`src/qdac_pkg.sv`:
```
// Shared constants and types for the quad converter serial load control.
// Assumes one 100 MHz clock domain; all link pins are sampled, not clocked on.
package qdac_pkg;

  localparam int CODE_W = 16;
  localparam int NCH = 4;
  localparam int FRAME_BITS = 24;
  localparam int NPINS = 7;

  // Command field encodings
  localparam logic [3:0] CMD_WR_IN = 4'h1;
  localparam logic [3:0] CMD_UPD = 4'h2;
  localparam logic [3:0] CMD_WR_UPD = 4'h3;
  localparam logic [3:0] CMD_SOFT_RST = 4'h6;
  localparam logic [3:0] CMD_DAISY = 4'h8;
  localparam logic [3:0] CMD_READBACK = 4'h9;

  // Output levels
  localparam logic [CODE_W-1:0] ZERO_SCALE = 16'h0000;
  localparam logic [CODE_W-1:0] MID_SCALE = 16'h8000;

  // Sampled pin positions and their values while resetn is low
  localparam int PIN_SCLK = 0;
  localparam int PIN_SYNC = 1;
  localparam int PIN_SIN = 2;
  localparam int PIN_LOAD = 3;
  localparam int PIN_RST = 4;
  localparam int PIN_RSEL = 5;
  localparam int PIN_SPAN = 6;
  localparam logic [NPINS-1:0] PIN_RESET_VAL = 7'h0b;
  localparam logic [1:0] SETTLE_MAX = 2'h3;

  // Register byte offsets
  localparam logic [7:0] REG_CTRL = 8'h00;
  localparam logic [7:0] REG_STATUS = 8'h04;
  localparam logic [7:0] REG_DAC_BASE = 8'h10;
  localparam logic [7:0] REG_INPUT_BASE = 8'h20;
  localparam logic [31:0] CTRL_RESET = 32'h0000_0000;
  localparam int CTRL_SYNC_BIT = 0;
  localparam int CTRL_HOLD_BIT = 1;
  localparam int STAT_INIT_BIT = 0;
  localparam int STAT_RSTPIN_BIT = 1;
  localparam int STAT_OVR_BIT = 2;
  localparam int STAT_DAISY_BIT = 3;
  localparam int STAT_RB_BIT = 4;
  localparam int STAT_NEW_LSB = 8;

  typedef struct packed {
    logic [3:0] cmd;
    logic [NCH-1:0] chan;
    logic [CODE_W-1:0] code;
  } qdac_frame_t;

  typedef struct packed {
    logic valid;
    logic write;
    logic [7:0] addr;
  } qdac_aphase_t;

endpackage

```
`src/qdac_top.sv`:
```
// Quad converter serial load control: frame capture, command FIFO, channel
// registers, load strobe, pin reset and an AHB-Lite register slave.
// Assumes the link pins are asynchronous and slower than a quarter of clock.
//
// How it works
// - Serial output bit changes after a rising shift-clock edge.
// - Load strobe pulse copies channels holding new data into converter registers.
// - Load strobe held low makes written data reach converter registers directly.
// - Strobe acts either on its own falling edge or at frame completion.
// - Span select sets the doubled span for all four outputs.
// - Data bits are sampled on falling shift-clock edges; host keeps clock slow.
// - Frame select low opens a frame of 24 falling-edge bits.
// - A 24-bit shift register collects the serial word.
// - Reset pin acts on its falling edge, independent of shift clock.
// - While reset pin is low, strobe pulses cause no transfer.
// - Reset loads input and converter registers with zero or midscale.
// - Power-up initialization waits until the reset pin is released.
// - Power-up level is zero scale or midscale from reset-level select.
// - Word is MSB first: command, channel select bits, then code.
// - Captured command executes once frame select returns high.
// - Host strobes only between frames; device then updates outputs.
//
// Implementation choices: the placing of the registers and the AHB-Lite register port.
`timescale 1ns/1ns

////////////////////////////////////////////////////////////////////////////////
module qdac_fifo #(
  parameter int WIDTH = 24,
  parameter int DEPTH = 16
) (
  // Clock and reset
  input wire logic clock,
  input wire logic resetn,
  // Fill side
  input wire logic in_valid,
  output logic in_ready,
  input wire logic [WIDTH-1:0] in_data,
  // Drain side
  output logic out_valid,
  input wire logic out_ready,
  output logic [WIDTH-1:0] out_data
);
  localparam int AW = $clog2(DEPTH);

  if (DEPTH < 2 || (1 << AW) != DEPTH) begin : g_bad_depth
    $error("qdac_fifo depth must be a power of two of at least 2");
  end

  logic [WIDTH-1:0] mem_q [DEPTH];
  logic [AW:0] wr_q;
  logic [AW:0] rd_q;

  assign in_ready = (wr_q ^ rd_q) != {1'b1, {AW{1'b0}}};
  assign out_valid = wr_q != rd_q;
  assign out_data = mem_q[rd_q[AW-1:0]];

  always_ff @(posedge clock) begin
    if (in_valid && in_ready) begin
      mem_q[wr_q[AW-1:0]] <= in_data;
    end
  end

  always_ff @(posedge clock) begin
    if (!resetn) begin
      wr_q <= '0;
      rd_q <= '0;
    end else begin
      if (in_valid && in_ready) begin
        wr_q <= wr_q + 1'b1;
      end
      if (out_valid && out_ready) begin
        rd_q <= rd_q + 1'b1;
      end
    end
  end
endmodule

////////////////////////////////////////////////////////////////////////////////
module qdac_top #(
  parameter int FIFO_DEPTH = 16
) (
  // Clock and reset
  input wire logic clock,
  input wire logic resetn,
  // Serial link pins
  input wire logic sclk,
  input wire logic sync_n,
  input wire logic serial_in,
  output logic serial_out,
  // Control pins
  input wire logic load_strobe_n,
  input wire logic reset_pin_n,
  input wire logic reset_level_select,
  input wire logic span_select,
  // Converter side
  output logic [qdac_pkg::NCH-1:0][qdac_pkg::CODE_W-1:0] dac_code,
  output logic span_x2,
  // AHB-Lite slave
  input wire logic hsel,
  input wire logic [31:0] haddr,
  input wire logic [1:0] htrans,
  input wire logic hwrite,
  input wire logic [2:0] hsize,
  input wire logic [31:0] hwdata,
  input wire logic hready,
  output logic [31:0] hrdata,
  output logic hreadyout,
  output logic hresp
);
  localparam int NCH = qdac_pkg::NCH;
  localparam int NP = qdac_pkg::NPINS;

  typedef enum logic [2:0] {
    ST_INIT = 3'b001,
    ST_IDLE = 3'b010,
    ST_EXEC = 3'b100
  } qdac_state_t;

  ////////////////////////////////////////////////////////////////////////////
  // Pin synchronisers
  logic [NP-1:0] pin_raw;
  logic [NP-1:0] meta_q;
  logic [NP-1:0] pin_q;
  logic [NP-1:0] prev_q;

  assign pin_raw = {span_select, reset_level_select, reset_pin_n, load_strobe_n, serial_in, sync_n, sclk};

  for (genvar p = 0; p < NP; p++) begin : g_sync
    always_ff @(posedge clock) begin
      if (!resetn) begin
        meta_q[p] <= qdac_pkg::PIN_RESET_VAL[p];
        pin_q[p] <= qdac_pkg::PIN_RESET_VAL[p];
        prev_q[p] <= qdac_pkg::PIN_RESET_VAL[p];
      end else begin
        meta_q[p] <= pin_raw[p];
        pin_q[p] <= meta_q[p];
        prev_q[p] <= pin_q[p];
      end
    end
  end

  logic sclk_fall;
  logic sclk_rise;
  logic sync_fall;
  logic sync_rise;
  logic load_fall;
  logic rst_fall;
  logic rst_low;
  logic load_low;
  logic [qdac_pkg::CODE_W-1:0] level;

  assign sclk_fall = prev_q[qdac_pkg::PIN_SCLK] && !pin_q[qdac_pkg::PIN_SCLK];
  assign sclk_rise = !prev_q[qdac_pkg::PIN_SCLK] && pin_q[qdac_pkg::PIN_SCLK];
  assign sync_fall = prev_q[qdac_pkg::PIN_SYNC] && !pin_q[qdac_pkg::PIN_SYNC];
  assign sync_rise = !prev_q[qdac_pkg::PIN_SYNC] && pin_q[qdac_pkg::PIN_SYNC];
  assign load_fall = prev_q[qdac_pkg::PIN_LOAD] && !pin_q[qdac_pkg::PIN_LOAD];
  assign rst_fall = prev_q[qdac_pkg::PIN_RST] && !pin_q[qdac_pkg::PIN_RST];
  assign rst_low = !pin_q[qdac_pkg::PIN_RST];
  assign load_low = !pin_q[qdac_pkg::PIN_LOAD];
  assign level = pin_q[qdac_pkg::PIN_RSEL] ? qdac_pkg::MID_SCALE : qdac_pkg::ZERO_SCALE;

  // Span pin is a level; one register stage keeps the output a flop
  always_ff @(posedge clock) begin
    if (!resetn) begin
      span_x2 <= 1'b0;
    end else begin
      span_x2 <= pin_q[qdac_pkg::PIN_SPAN];
    end
  end

  ////////////////////////////////////////////////////////////////////////////
  // Frame capture
  logic frame_q;
  logic [4:0] cnt_q;
  logic [qdac_pkg::FRAME_BITS-1:0] sr_q;
  logic rb_drive_q;
  logic rb_armed_q;
  logic daisy_q;
  logic [qdac_pkg::CODE_W-1:0] rb_word;
  logic push;
  logic fifo_in_ready;
  qdac_state_t state_q;

  assign push = sync_rise && frame_q && cnt_q != '0;

  always_ff @(posedge clock) begin
    if (!resetn) begin
      frame_q <= 1'b0;
      cnt_q <= '0;
      sr_q <= '0;
      rb_drive_q <= 1'b0;
    end else if (sync_fall && state_q != ST_INIT) begin
      frame_q <= 1'b1;
      cnt_q <= '0;
      rb_drive_q <= rb_armed_q;
      if (rb_armed_q) begin
        sr_q <= {8'h00, rb_word};
      end
    end else if (sync_rise) begin
      frame_q <= 1'b0;
      rb_drive_q <= 1'b0;
    end else if (frame_q && sclk_fall && cnt_q < 5'(qdac_pkg::FRAME_BITS)) begin
      sr_q <= {sr_q[qdac_pkg::FRAME_BITS-2:0], pin_q[qdac_pkg::PIN_SIN]};
      cnt_q <= cnt_q + 5'h01;
    end
  end

  // Shifted word leaves MSB first, one bit per rising edge
  always_ff @(posedge clock) begin
    if (!resetn) begin
      serial_out <= 1'b0;
    end else if (sync_fall && state_q != ST_INIT && (daisy_q || rb_armed_q)) begin
      // First bit must stand before the first falling edge of an idle-high clock
      serial_out <= rb_armed_q ? 1'b0 : sr_q[qdac_pkg::FRAME_BITS-1];
    end else if (!(frame_q && (daisy_q || rb_drive_q))) begin
      serial_out <= 1'b0;
    end else if (sclk_rise) begin
      serial_out <= sr_q[qdac_pkg::FRAME_BITS-1];
    end
  end

  ////////////////////////////////////////////////////////////////////////////
  // Command FIFO; a hold bit stalls the drain so frames queue up
  logic [31:0] ctrl_q;
  logic fifo_out_valid;
  logic fifo_out_ready;
  logic [qdac_pkg::FRAME_BITS-1:0] fifo_out_data;
  qdac_pkg::qdac_frame_t cur_q;

  assign fifo_out_ready = state_q == ST_IDLE && !ctrl_q[qdac_pkg::CTRL_HOLD_BIT];

  qdac_fifo #(
    .WIDTH(qdac_pkg::FRAME_BITS),
    .DEPTH(FIFO_DEPTH)
  ) u_fifo (
    .clock(clock),
    .resetn(resetn),
    .in_valid(push),
    .in_ready(fifo_in_ready),
    .in_data(sr_q),
    .out_valid(fifo_out_valid),
    .out_ready(fifo_out_ready),
    .out_data(fifo_out_data)
  );

  ////////////////////////////////////////////////////////////////////////////
  // Executor
  logic [1:0] settle_q;
  logic exec;
  logic load_level;

  assign exec = state_q == ST_EXEC;
  assign load_level = (state_q == ST_INIT && settle_q == qdac_pkg::SETTLE_MAX && !rst_low) || rst_fall
    || (exec && cur_q.cmd == qdac_pkg::CMD_SOFT_RST);

  always_ff @(posedge clock) begin
    if (!resetn) begin
      state_q <= ST_INIT;
      settle_q <= '0;
      cur_q <= '0;
    end else begin
      case (state_q)
        ST_INIT: begin
          if (settle_q != qdac_pkg::SETTLE_MAX) begin
            settle_q <= settle_q + 2'h1;
          end else if (!rst_low) begin
            state_q <= ST_IDLE;
          end
        end
        ST_IDLE: begin
          if (fifo_out_valid && fifo_out_ready) begin
            cur_q <= fifo_out_data;
            state_q <= ST_EXEC;
          end
        end
        ST_EXEC: state_q <= ST_IDLE;
        default: state_q <= ST_INIT;
      endcase
    end
  end

  // Mode flags set by commands; soft reset clears them
  always_ff @(posedge clock) begin
    if (!resetn || load_level) begin
      daisy_q <= 1'b0;
      rb_armed_q <= 1'b0;
    end else if (exec && cur_q.cmd == qdac_pkg::CMD_DAISY) begin
      daisy_q <= cur_q.code[0];
    end else if (exec && cur_q.cmd == qdac_pkg::CMD_READBACK) begin
      rb_armed_q <= 1'b1;
    end else if (sync_fall) begin
      rb_armed_q <= 1'b0;
    end
  end

  logic [NCH-1:0] rb_sel_q;
  always_ff @(posedge clock) begin
    if (!resetn) begin
      rb_sel_q <= '0;
    end else if (exec && cur_q.cmd == qdac_pkg::CMD_READBACK) begin
      rb_sel_q <= cur_q.chan;
    end
  end

  ////////////////////////////////////////////////////////////////////////////
  // Channel registers
  logic [NCH-1:0][qdac_pkg::CODE_W-1:0] input_q;
  logic [NCH-1:0][qdac_pkg::CODE_W-1:0] dac_q;
  logic [NCH-1:0] new_q;
  logic sync_mode;
  logic strobe_pulse;
  logic strobe_level;

  assign sync_mode = ctrl_q[qdac_pkg::CTRL_SYNC_BIT];
  // Edge mode: a strobe edge between frames; frame mode only looks at commit
  assign strobe_pulse = load_fall && !frame_q && !rst_low && !sync_mode && state_q != ST_INIT;
  assign strobe_level = load_low && !rst_low;
  assign dac_code = dac_q;

  for (genvar c = 0; c < NCH; c++) begin : g_chan
    logic wr_in;
    logic upd;
    assign wr_in = exec && cur_q.chan[c] && (cur_q.cmd == qdac_pkg::CMD_WR_IN || cur_q.cmd == qdac_pkg::CMD_WR_UPD);
    assign upd = exec && cur_q.chan[c] && (cur_q.cmd == qdac_pkg::CMD_UPD || cur_q.cmd == qdac_pkg::CMD_WR_UPD);

    always_ff @(posedge clock) begin
      if (!resetn) begin
        input_q[c] <= qdac_pkg::ZERO_SCALE;
        dac_q[c] <= qdac_pkg::ZERO_SCALE;
        new_q[c] <= 1'b0;
      end else if (load_level) begin
        input_q[c] <= level;
        dac_q[c] <= level;
        new_q[c] <= 1'b0;
      end else if (wr_in) begin
        input_q[c] <= cur_q.code;
        if (upd || strobe_level) begin
          dac_q[c] <= cur_q.code;
          new_q[c] <= 1'b0;
        end else begin
          new_q[c] <= 1'b1;
        end
      end else if (upd || (strobe_pulse && new_q[c])) begin
        dac_q[c] <= input_q[c];
        new_q[c] <= 1'b0;
      end
    end
  end

  always_comb begin
    rb_word = '0;
    for (int c = NCH - 1; c >= 0; c--) begin
      if (rb_sel_q[c]) begin
        rb_word = input_q[c];
      end
    end
  end

  ////////////////////////////////////////////////////////////////////////////
  // AHB-Lite slave, zero wait states
  qdac_pkg::qdac_aphase_t ap_q;
  logic overrun_q;
  logic [31:0] status;
  logic [31:0] rd_mux;
  logic ovr_clear;

  assign hreadyout = 1'b1;
  assign hresp = 1'b0;
  assign ovr_clear = ap_q.valid && ap_q.write && ap_q.addr == qdac_pkg::REG_STATUS && hwdata[qdac_pkg::STAT_OVR_BIT];

  always_comb begin
    status = '0;
    status[qdac_pkg::STAT_INIT_BIT] = state_q != ST_INIT;
    status[qdac_pkg::STAT_RSTPIN_BIT] = rst_low;
    status[qdac_pkg::STAT_OVR_BIT] = overrun_q;
    status[qdac_pkg::STAT_DAISY_BIT] = daisy_q;
    status[qdac_pkg::STAT_RB_BIT] = rb_armed_q;
    status[qdac_pkg::STAT_NEW_LSB +: NCH] = new_q;
    rd_mux = '0;
    if (haddr[7:0] == qdac_pkg::REG_CTRL) begin
      rd_mux = ctrl_q;
    end else if (haddr[7:0] == qdac_pkg::REG_STATUS) begin
      rd_mux = status;
    end
    for (int c = 0; c < NCH; c++) begin
      if (haddr[7:0] == qdac_pkg::REG_DAC_BASE + 8'(4 * c)) begin
        rd_mux = {16'h0000, dac_q[c]};
      end
      if (haddr[7:0] == qdac_pkg::REG_INPUT_BASE + 8'(4 * c)) begin
        rd_mux = {16'h0000, input_q[c]};
      end
    end
  end

  always_ff @(posedge clock) begin
    if (!resetn) begin
      ap_q <= '0;
      hrdata <= '0;
    end else if (hready) begin
      ap_q.valid <= hsel && htrans[1];
      ap_q.write <= hwrite;
      ap_q.addr <= haddr[7:0];
      if (hsel && htrans[1] && !hwrite) begin
        hrdata <= rd_mux;
      end
    end
  end

  always_ff @(posedge clock) begin
    if (!resetn) begin
      ctrl_q <= qdac_pkg::CTRL_RESET;
    end else if (ap_q.valid && ap_q.write && ap_q.addr == qdac_pkg::REG_CTRL) begin
      ctrl_q <= {30'h0, hwdata[1:0]};
    end
  end

  // A lost frame in the same cycle as a clear still sets the flag
  always_ff @(posedge clock) begin
    if (!resetn) begin
      overrun_q <= 1'b0;
    end else if (push && !fifo_in_ready) begin
      overrun_q <= 1'b1;
    end else if (ovr_clear) begin
      overrun_q <= 1'b0;
    end
  end
endmodule

```
`config.mk`:
```
export PLATFORM = sky130hd
export DESIGN_NAME = qdac_top
export DESIGN_NICKNAME = d
export VERILOG_FILES = /design/src/qdac_pkg.sv /design/src/qdac_top.sv
export SDC_FILE = /design/constraint.sdc
export NUM_CORES = 1
export LEC_CHECK = 0
export ABC_AREA = 1
export ABC_CLOCK_PERIOD_IN_PS = 4400
export BUFFER_PORTS_ARGS = -buffer_cell sky130_fd_sc_hd__buf_2
export CORE_ASPECT_RATIO = 1.25
export CORE_UTILIZATION = 50
export DETAILED_ROUTE_END_ITERATION = 8
export PLACE_DENSITY_LB_ADDON = 0.15
export SYNTH_ARGS = -nofsm -noshare
export SYNTH_HDL_FRONTEND = slang
export SYNTH_SLANG_ARGS = --single-unit
```
`constraint.sdc`:
```
create_clock -name clock -period 4.4 [get_ports clock]
set_input_delay 0.22 -clock clock [delete_from_list [all_inputs] [get_ports clock]]
set_output_delay 0.22 -clock clock [all_outputs]
set_load 0.005 [all_outputs]
```
* Yosys cells after proc, flatten, opt, wreduce, memory -nomap -nowiden
Memory sizes are Yosys's and may differ from the RTL's. A register that Yosys moved wholly into a read port is not among the register bits.
Cells that the tools add are included.
** Storage, ports and cells
- Word-level logic and storage cells :: 274
- Memories kept :: 1
- Input port bits :: 81
- Output and inout port bits :: 100
- Bits in registers :: 249
- Memory bits (writable) :: 384
** Memory list
- u_fifo.mem_q :: words 16, width 24, read ports 1, clocked after memory_dff 1, wr ports 1, line qdac_top.sv:49 : logic [WIDTH-1:0] mem_q [DEPTH];
** Operators by class
- Multiplexer cells :: 72
- Eq/ne operators :: 34
- Reductions and logical operators :: 109
- Bitwise operators :: 4
- Add/sub/neg operators :: 4
- Magnitude comparators :: 1
** Operators by type and width (number)
- $mux 16 :: 29
- $mux 32 :: 8
- $mux 24 :: 4
- $logic_and 1x1->1 :: 49
- $eq 8x5->1 const B :: 4
- $eq 8x6->1 const B :: 4
- $mux 1 :: 25
- $mux 12 :: 2
- $reduce_bool 2->1 :: 12
- $reduce_and 2->1 :: 9
- $eq 8x3->1 const B :: 2
- $logic_not 8->1 :: 2
- $add 5x1->5 const B :: 3
- $logic_or 1x1->1 :: 15
- $logic_not 1->1 :: 13
- $ne 3x2->1 const B :: 4
- $reduce_bool 3->1 :: 4
- $mux 3 :: 3
- $pmux 3 s3 :: 1
- $eq 4x2->1 const B :: 2
- $eq 4x4->1 const B :: 2
- $ne 2x2->1 const B :: 4
- $reduce_and 3->1 :: 2
- $lt 5x5->1 const B :: 1
- 16 further kinds :: 20

* Longest topological paths before layout
- Word-level depth :: 11
- Depth in mapped cells :: 12
- Depth with buffers taken out :: 11

* Modules after synthesis
From an unflattened synthesis, not the netlist that was laid out.
** Unflattened totals
- Cell total of the unflattened synthesis :: 2811
- Area total of the unflattened synthesis :: 27366.2 um^2
** By module, submodules not included
- qdac_fifo :: cells each 1341, area each 16366.9 um^2, instances 1, sequential area each 11811.3 um^2
- qdac_top :: cells each 1470, area each 10999.3 um^2, instances 1, sequential area each 4944.7 um^2

* Least setup slack after synthesis
Ideal clock, no wire load.
- Path type :: register to register
- From :: register u_fifo.rd_q[0]
- To :: memory u_fifo.mem_q[7][0] (enable)
- Required time :: 3.965 ns
- Slack :: 1.068 ns
- Library setup time :: 0.435 ns
- Cell stages (with the launch flop) :: 9
- Buffers on the path :: 1
- Data arrival time :: 2.897 ns
- Period minus slack after synthesis :: 3.332 ns
- Path through :: dfxtp_1 buf_2 xor2_1 nor2_1 nand3_1 nand2_1 inv_1 nand2_1 nor3_1
** On the way
- Longest elaborated chain between the ends :: 5
** Ends and longest elaborated chain
- start: declaration :: line qdac_top.sv:51 : logic [AW:0] rd_q;
- start signal: assignment :: line qdac_top.sv:72 : rd_q <= rd_q + 1'b1;
- $xor 5x5->5 :: line qdac_top.sv:53 : assign in_ready = (wr_q ^ rd_q) != {1'b1, {AW{1'b0}}};
- $ne 5x5->1 :: line qdac_top.sv:53
- $logic_and 1x1->1 :: line qdac_top.sv:58 : if (in_valid && in_ready) begin
- $mux 1 :: line qdac_top.sv:58
- $mux 1 (not written as such) :: line qdac_top.sv:59 : mem_q[wr_q[AW-1:0]] <= in_data;
- end: declaration :: line qdac_top.sv:49
No other way between the ends.

* Worst setup path in the final report
- From :: register cur_q[20] (netlist name)
- To :: register dac_q, in the netlist dac_code[1]
** On the way
- Longest elaborated chain between the ends :: 6
- Elaborated cells on any way between the ends :: 17
- Those cells by class :: 5 x eq/ne; 2 x mux; 10 x reduce/logical
** Ends and longest elaborated chain
- start: declaration :: line qdac_top.sv:228 : qdac_pkg::qdac_frame_t cur_q;
- start signal: assignment :: line qdac_top.sv:272 : cur_q <= fifo_out_data;
- $eq 4x2->1 (on tied branches) :: line qdac_top.sv:324, qdac_top.sv:323
- $logic_or 1x1->1 :: line qdac_top.sv:324 : assign upd = exec && cur_q.chan[c] && (cur_q.cmd == qdac_pkg::CMD_UPD || cur_q.cmd == qdac_pkg::CMD_WR_UPD);
- $logic_and 1x1->1 :: line qdac_top.sv:324
- $logic_or 1x1->1 (on tied branches) :: line qdac_top.sv:337, qdac_top.sv:343
- $ne 3x2->1 (no line) / $reduce_bool 3->1 (equally long branches)
- $reduce_and 2->1 (no line)
- end signal: indexed assignment :: line qdac_top.sv:329 : dac_q[c] <= qdac_pkg::ZERO_SCALE;
- end signal: indexed assignment :: line qdac_top.sv:338 : dac_q[c] <= cur_q.code;
- end signal: indexed assignment :: line qdac_top.sv:344 : dac_q[c] <= input_q[c];
- end: declaration :: line qdac_top.sv:308 : logic [NCH-1:0][qdac_pkg::CODE_W-1:0] dac_q;
Several ways; a longest one is shown, not always the timed one.
A chain may end at the register's enable or synchronous reset.

==> results.sh <==
export IMPL_switching_share_pct=21.0
export IMPL_timing_final_crit_share_pct=65.5
export IMPL_placed_area_sq_mm=0.0271
export IMPL_area_delta_synth_final_pct=13.1
export IMPL_p_clk_share_pct=44.4
export IMPL_rows=93
export IMPL_die_width_um=206
export IMPL_dieHeight_um=257
export IMPL_drt_initial_drc_count=1863
export IMPL_ios=181
export IMPL_routedWlPerCell_um=21.7
export IMPL_startpoint="cur_q[20]"
export IMPL_maxSlewViolCount=0
export IMPL_grt_antenna_before_repair=0
export IMPL_io_buffers=105
export IMPL_rsz0062_at_grt="no"
export IMPL_finalWeightedCongestion=0.915
export IMPL_grt_use_total_pct=28.2
export IMPL_first_pass_iters=5
export IMPL_design_area_sq_mm=0.0294
export IMPL_cts_tree="yes"
export IMPL_tns_ps=0
export IMPL_antenna_cells=0
export IMPL_power_frac_comb_pct=2.1
export IMPL_synth_mux_area_share_pct=0
export IMPL_path_class="reg2reg"
export IMPL_setup_viol=0
export IMPL_synth_top_area_share_pct=44.4
export IMPL_grt_max_degree=105
export IMPL_post_cts_buffers=0
export IMPL_power_leakage_uw=0.0105
export IMPL_layout_drive_gt1_share_pct=10.6
export IMPL_ff2ff_path_depth=10
export IMPL_irDropWorstVdd_mv=0.341
export IMPL_crit_fanout=18
export IMPL_instances_no_fill=3410
export IMPL_fmax_mhz=347
export IMPL_tightest_slew_ps=1300
export IMPL_grt_pass1_vias=19200
export IMPL_cts_buffers=60
export IMPL_timing_rr_end="dac_code[1]"
export IMPL_synth_edff_count=384
export IMPL_overflow=0
export IMPL_async_flop_share_pct=0
export IMPL_synthCells=2607
export IMPL_routed_wl_um=74100
export IMPL_yosysUniqueCellTypes=42
export IMPL_h_tree_depth=2
export IMPL_clk_latency_ps=640
export IMPL_ys_flop_type="edfxtp_1"
export IMPL_post_route_drc_count=0
export IMPL_cp_end_kind="register"
export IMPL_hp_class="in2reg"
export IMPL_cts_sinks=641
export IMPL_grt_pass1_wl_um=113000
export IMPL_outcome="completed"
export IMPL_cp_start_kind="register"
export IMPL_dieArea_sq_mm=0.0528
export IMPL_seq_area_frac_synth_pct=64.3
export IMPL_clockRootBuffer="clkbuf_16"
export IMPL_nets=2782
export IMPL_critical_path_arrival_ps=3440
export IMPL_yosys_top_cells_area="edfxtp_1 44%, dfxtp_1 20%, o21ai_0 7.0%"
export IMPL_hold_violations=0
export IMPL_synth_fa_ha_area_share_pct=0.386
export IMPL_synth_top_family_by_area="compound AO/OA/AOI/OAI gates"
export IMPL_endpoint="dac_code[1]"
export IMPL_postSynthAreaPerCell_sq_um=9.96
export IMPL_synth_top_area_cell="edfxtp_1"
export IMPL_cts_repair_resized=0
export IMPL_core_sq_mm=0.0514
export IMPL_drv_cap=0
export IMPL_vias_per_cell=5.79
export IMPL_reg2reg_slack_ps=1520
export IMPL_p_seq_share_pct=53.4
export IMPL_yosys_area_share_simple_pct=14.4
export IMPL_clock_skew_ps=19.0
export IMPL_dpl_cell_count=3267
export IMPL_max_slew_margin_pct=13.2
export IMPL_ys_seq_elements=641
export IMPL_required_ps=4960
export IMPL_vias=19800
export IMPL_drtAntennaViolNets=0
export IMPL_hpwl_um=45000
export IMPL_p_switching_uw=2490
export IMPL_fin_util_pct=57.1
export IMPL_yosys_warnings=0
export IMPL_synth_compound_area_share_pct=15.3
export IMPL_start_util_pct=50.5
export IMPL_r2r_start="cur_q[20]"
export IMPL_cts_buffer_depth=3
export IMPL_syn_area_sq_mm=0.0260
export IMPL_synth_xor_area_share_pct=0.169
export IMPL_p_int_uw=9400
export IMPL_clk_pin_slew_ps=60
export IMPL_power_density_mw_per_mm2=405
export IMPL_fin_crit_ps=2880
==> logic make-up after synthesis <==
| logic type | count (synthesis) |
|---|---|
| DFF | 641 |
| other | 2 |
| adders and majority gates | 8 |
| xor gates and xnor gates | 5 |
| AOI/OAI and AO/OA | 680 |
| and+or+nand+nor | 927 |
| buffers and inverters | 344 |
==> critical path: stages, from the launching register on <==
cell     delay [ps]
dfxtp_1         490
inv_1           120
nor2_2          230
nand3_2         360
inv_2           420
nand2_1          80
nand2_1         110
nand2_1         120
nor2_2          590
inv_1           130
o21ai_1         140
==> placed cells by master (no fill, tap or decap), drive strengths merged, types with 20 or more instances in the layout <==
master         n
o21ai        362
clkinv        21
inv          172
dfxtp        257
a221oi        20
o221ai        36
clkbuf        89
o211ai        32
dlygate4sd3   29
o22ai         66
nand3         90
a21oi         91
edfxtp       384
nor2         368
buf          150
nand2        418
==> final cells by class <==
| cell class | count | area [sq um] |
|---|---|---|
| timing repair buffer | 179 | 1170 |
| multi-input combinational | 1638 | 8010 |
| sequential | 641 | 16700 |
| fill | 4485 | 22100 |
| tap | 665 | 832 |
| clock inverter | 25 | 235 |
| inverter | 173 | 654 |
| clock buffer | 89 | 1780 |
==> flip-flops by register name, indices dropped and copies added (netlist names), 3 cells and up <==
signal / flops
sr_q: 24
cur_q: 24
u_fifo.wr_q: 5
pin_q: 7
hrdata: 16
u_fifo.mem_q: 384
input_q: 64
state_q: 3
dac_code: 64
meta_q: 7
ap_q: 10
u_fifo.rd_q: 5
new_q: 4
rb_sel_q: 4
cnt_q: 5
prev_q: 4
==> layer usage <==
metal / global-route usage [%] / part of all wire (%) / vias to the layer above
met5: 0 / 0 / -
met4: 11.9 / 4.0 / 0
met3: 3.47 / 6.0 / 168
met2: 48.1 / 50 / 743
met1: 35.9 / 40 / 9579
li1: - / - / 9266
==> power by group through the flow <==
stage / clock (uW) / sequential (uW) / combinational (uW)
global placement: 0 / 6480 / 225
finish: 5280 / 6360 / 254
floorplan: 0 / 6480 / 170
global route: 5550 / 6360 / 281
detailed placement: 0 / 6490 / 232
CTS: 5350 / 6350 / 254
==> metrics by stage <==
stage	hold WS, ps	total power [uW]	setup WS (ps)
after floorplan	318	6650	1070
after global placement	396	6710	1620
after detailed placement	407	6720	1570
after CTS	36.4	12000	1530
after global routing	57.7	12200	1280
final	49.2	11900	1520
==> synth_stat cells (all sizes together) (5+ instances only) <==
master	n
nand2	418
edfxtp	384
nor2	368
o21ai	362
dfxtp	257
inv	169
clkbuf	117
a21oi	91
nand3	90
o22ai	66
buf	54
o221ai	36
o211ai	32
a221oi	20
a211oi	19
nand4	19
a22o	16
a31oi	16
nor3	16
ha	8
or2	8
a41oi	5
o21a	5
xor2	5
==> how the worst min path moves through the flow <==
stage                          from             end  depth (start not counted)
after floorplan           serial_in       meta_q[2]                          2
after global placement    meta_q[1]        pin_q[1]                          1
after detailed placement  meta_q[6]        pin_q[6]                          2
after CTS                    resetn  u_fifo.rd_q[4]                          3
after global routing         resetn  u_fifo.rd_q[4]                          3
final                        resetn  u_fifo.rd_q[4]                          3
==> repair_timing <==
| action | CTS | global route |
|---|---|---|
| endpoints found under the hold margin | 20 | 0 |
| hold buffers | 29 | 0 |
| setup endpoints to repair | 0 | 0 |
No activity file was read; power rests on OpenSTA's default activity.
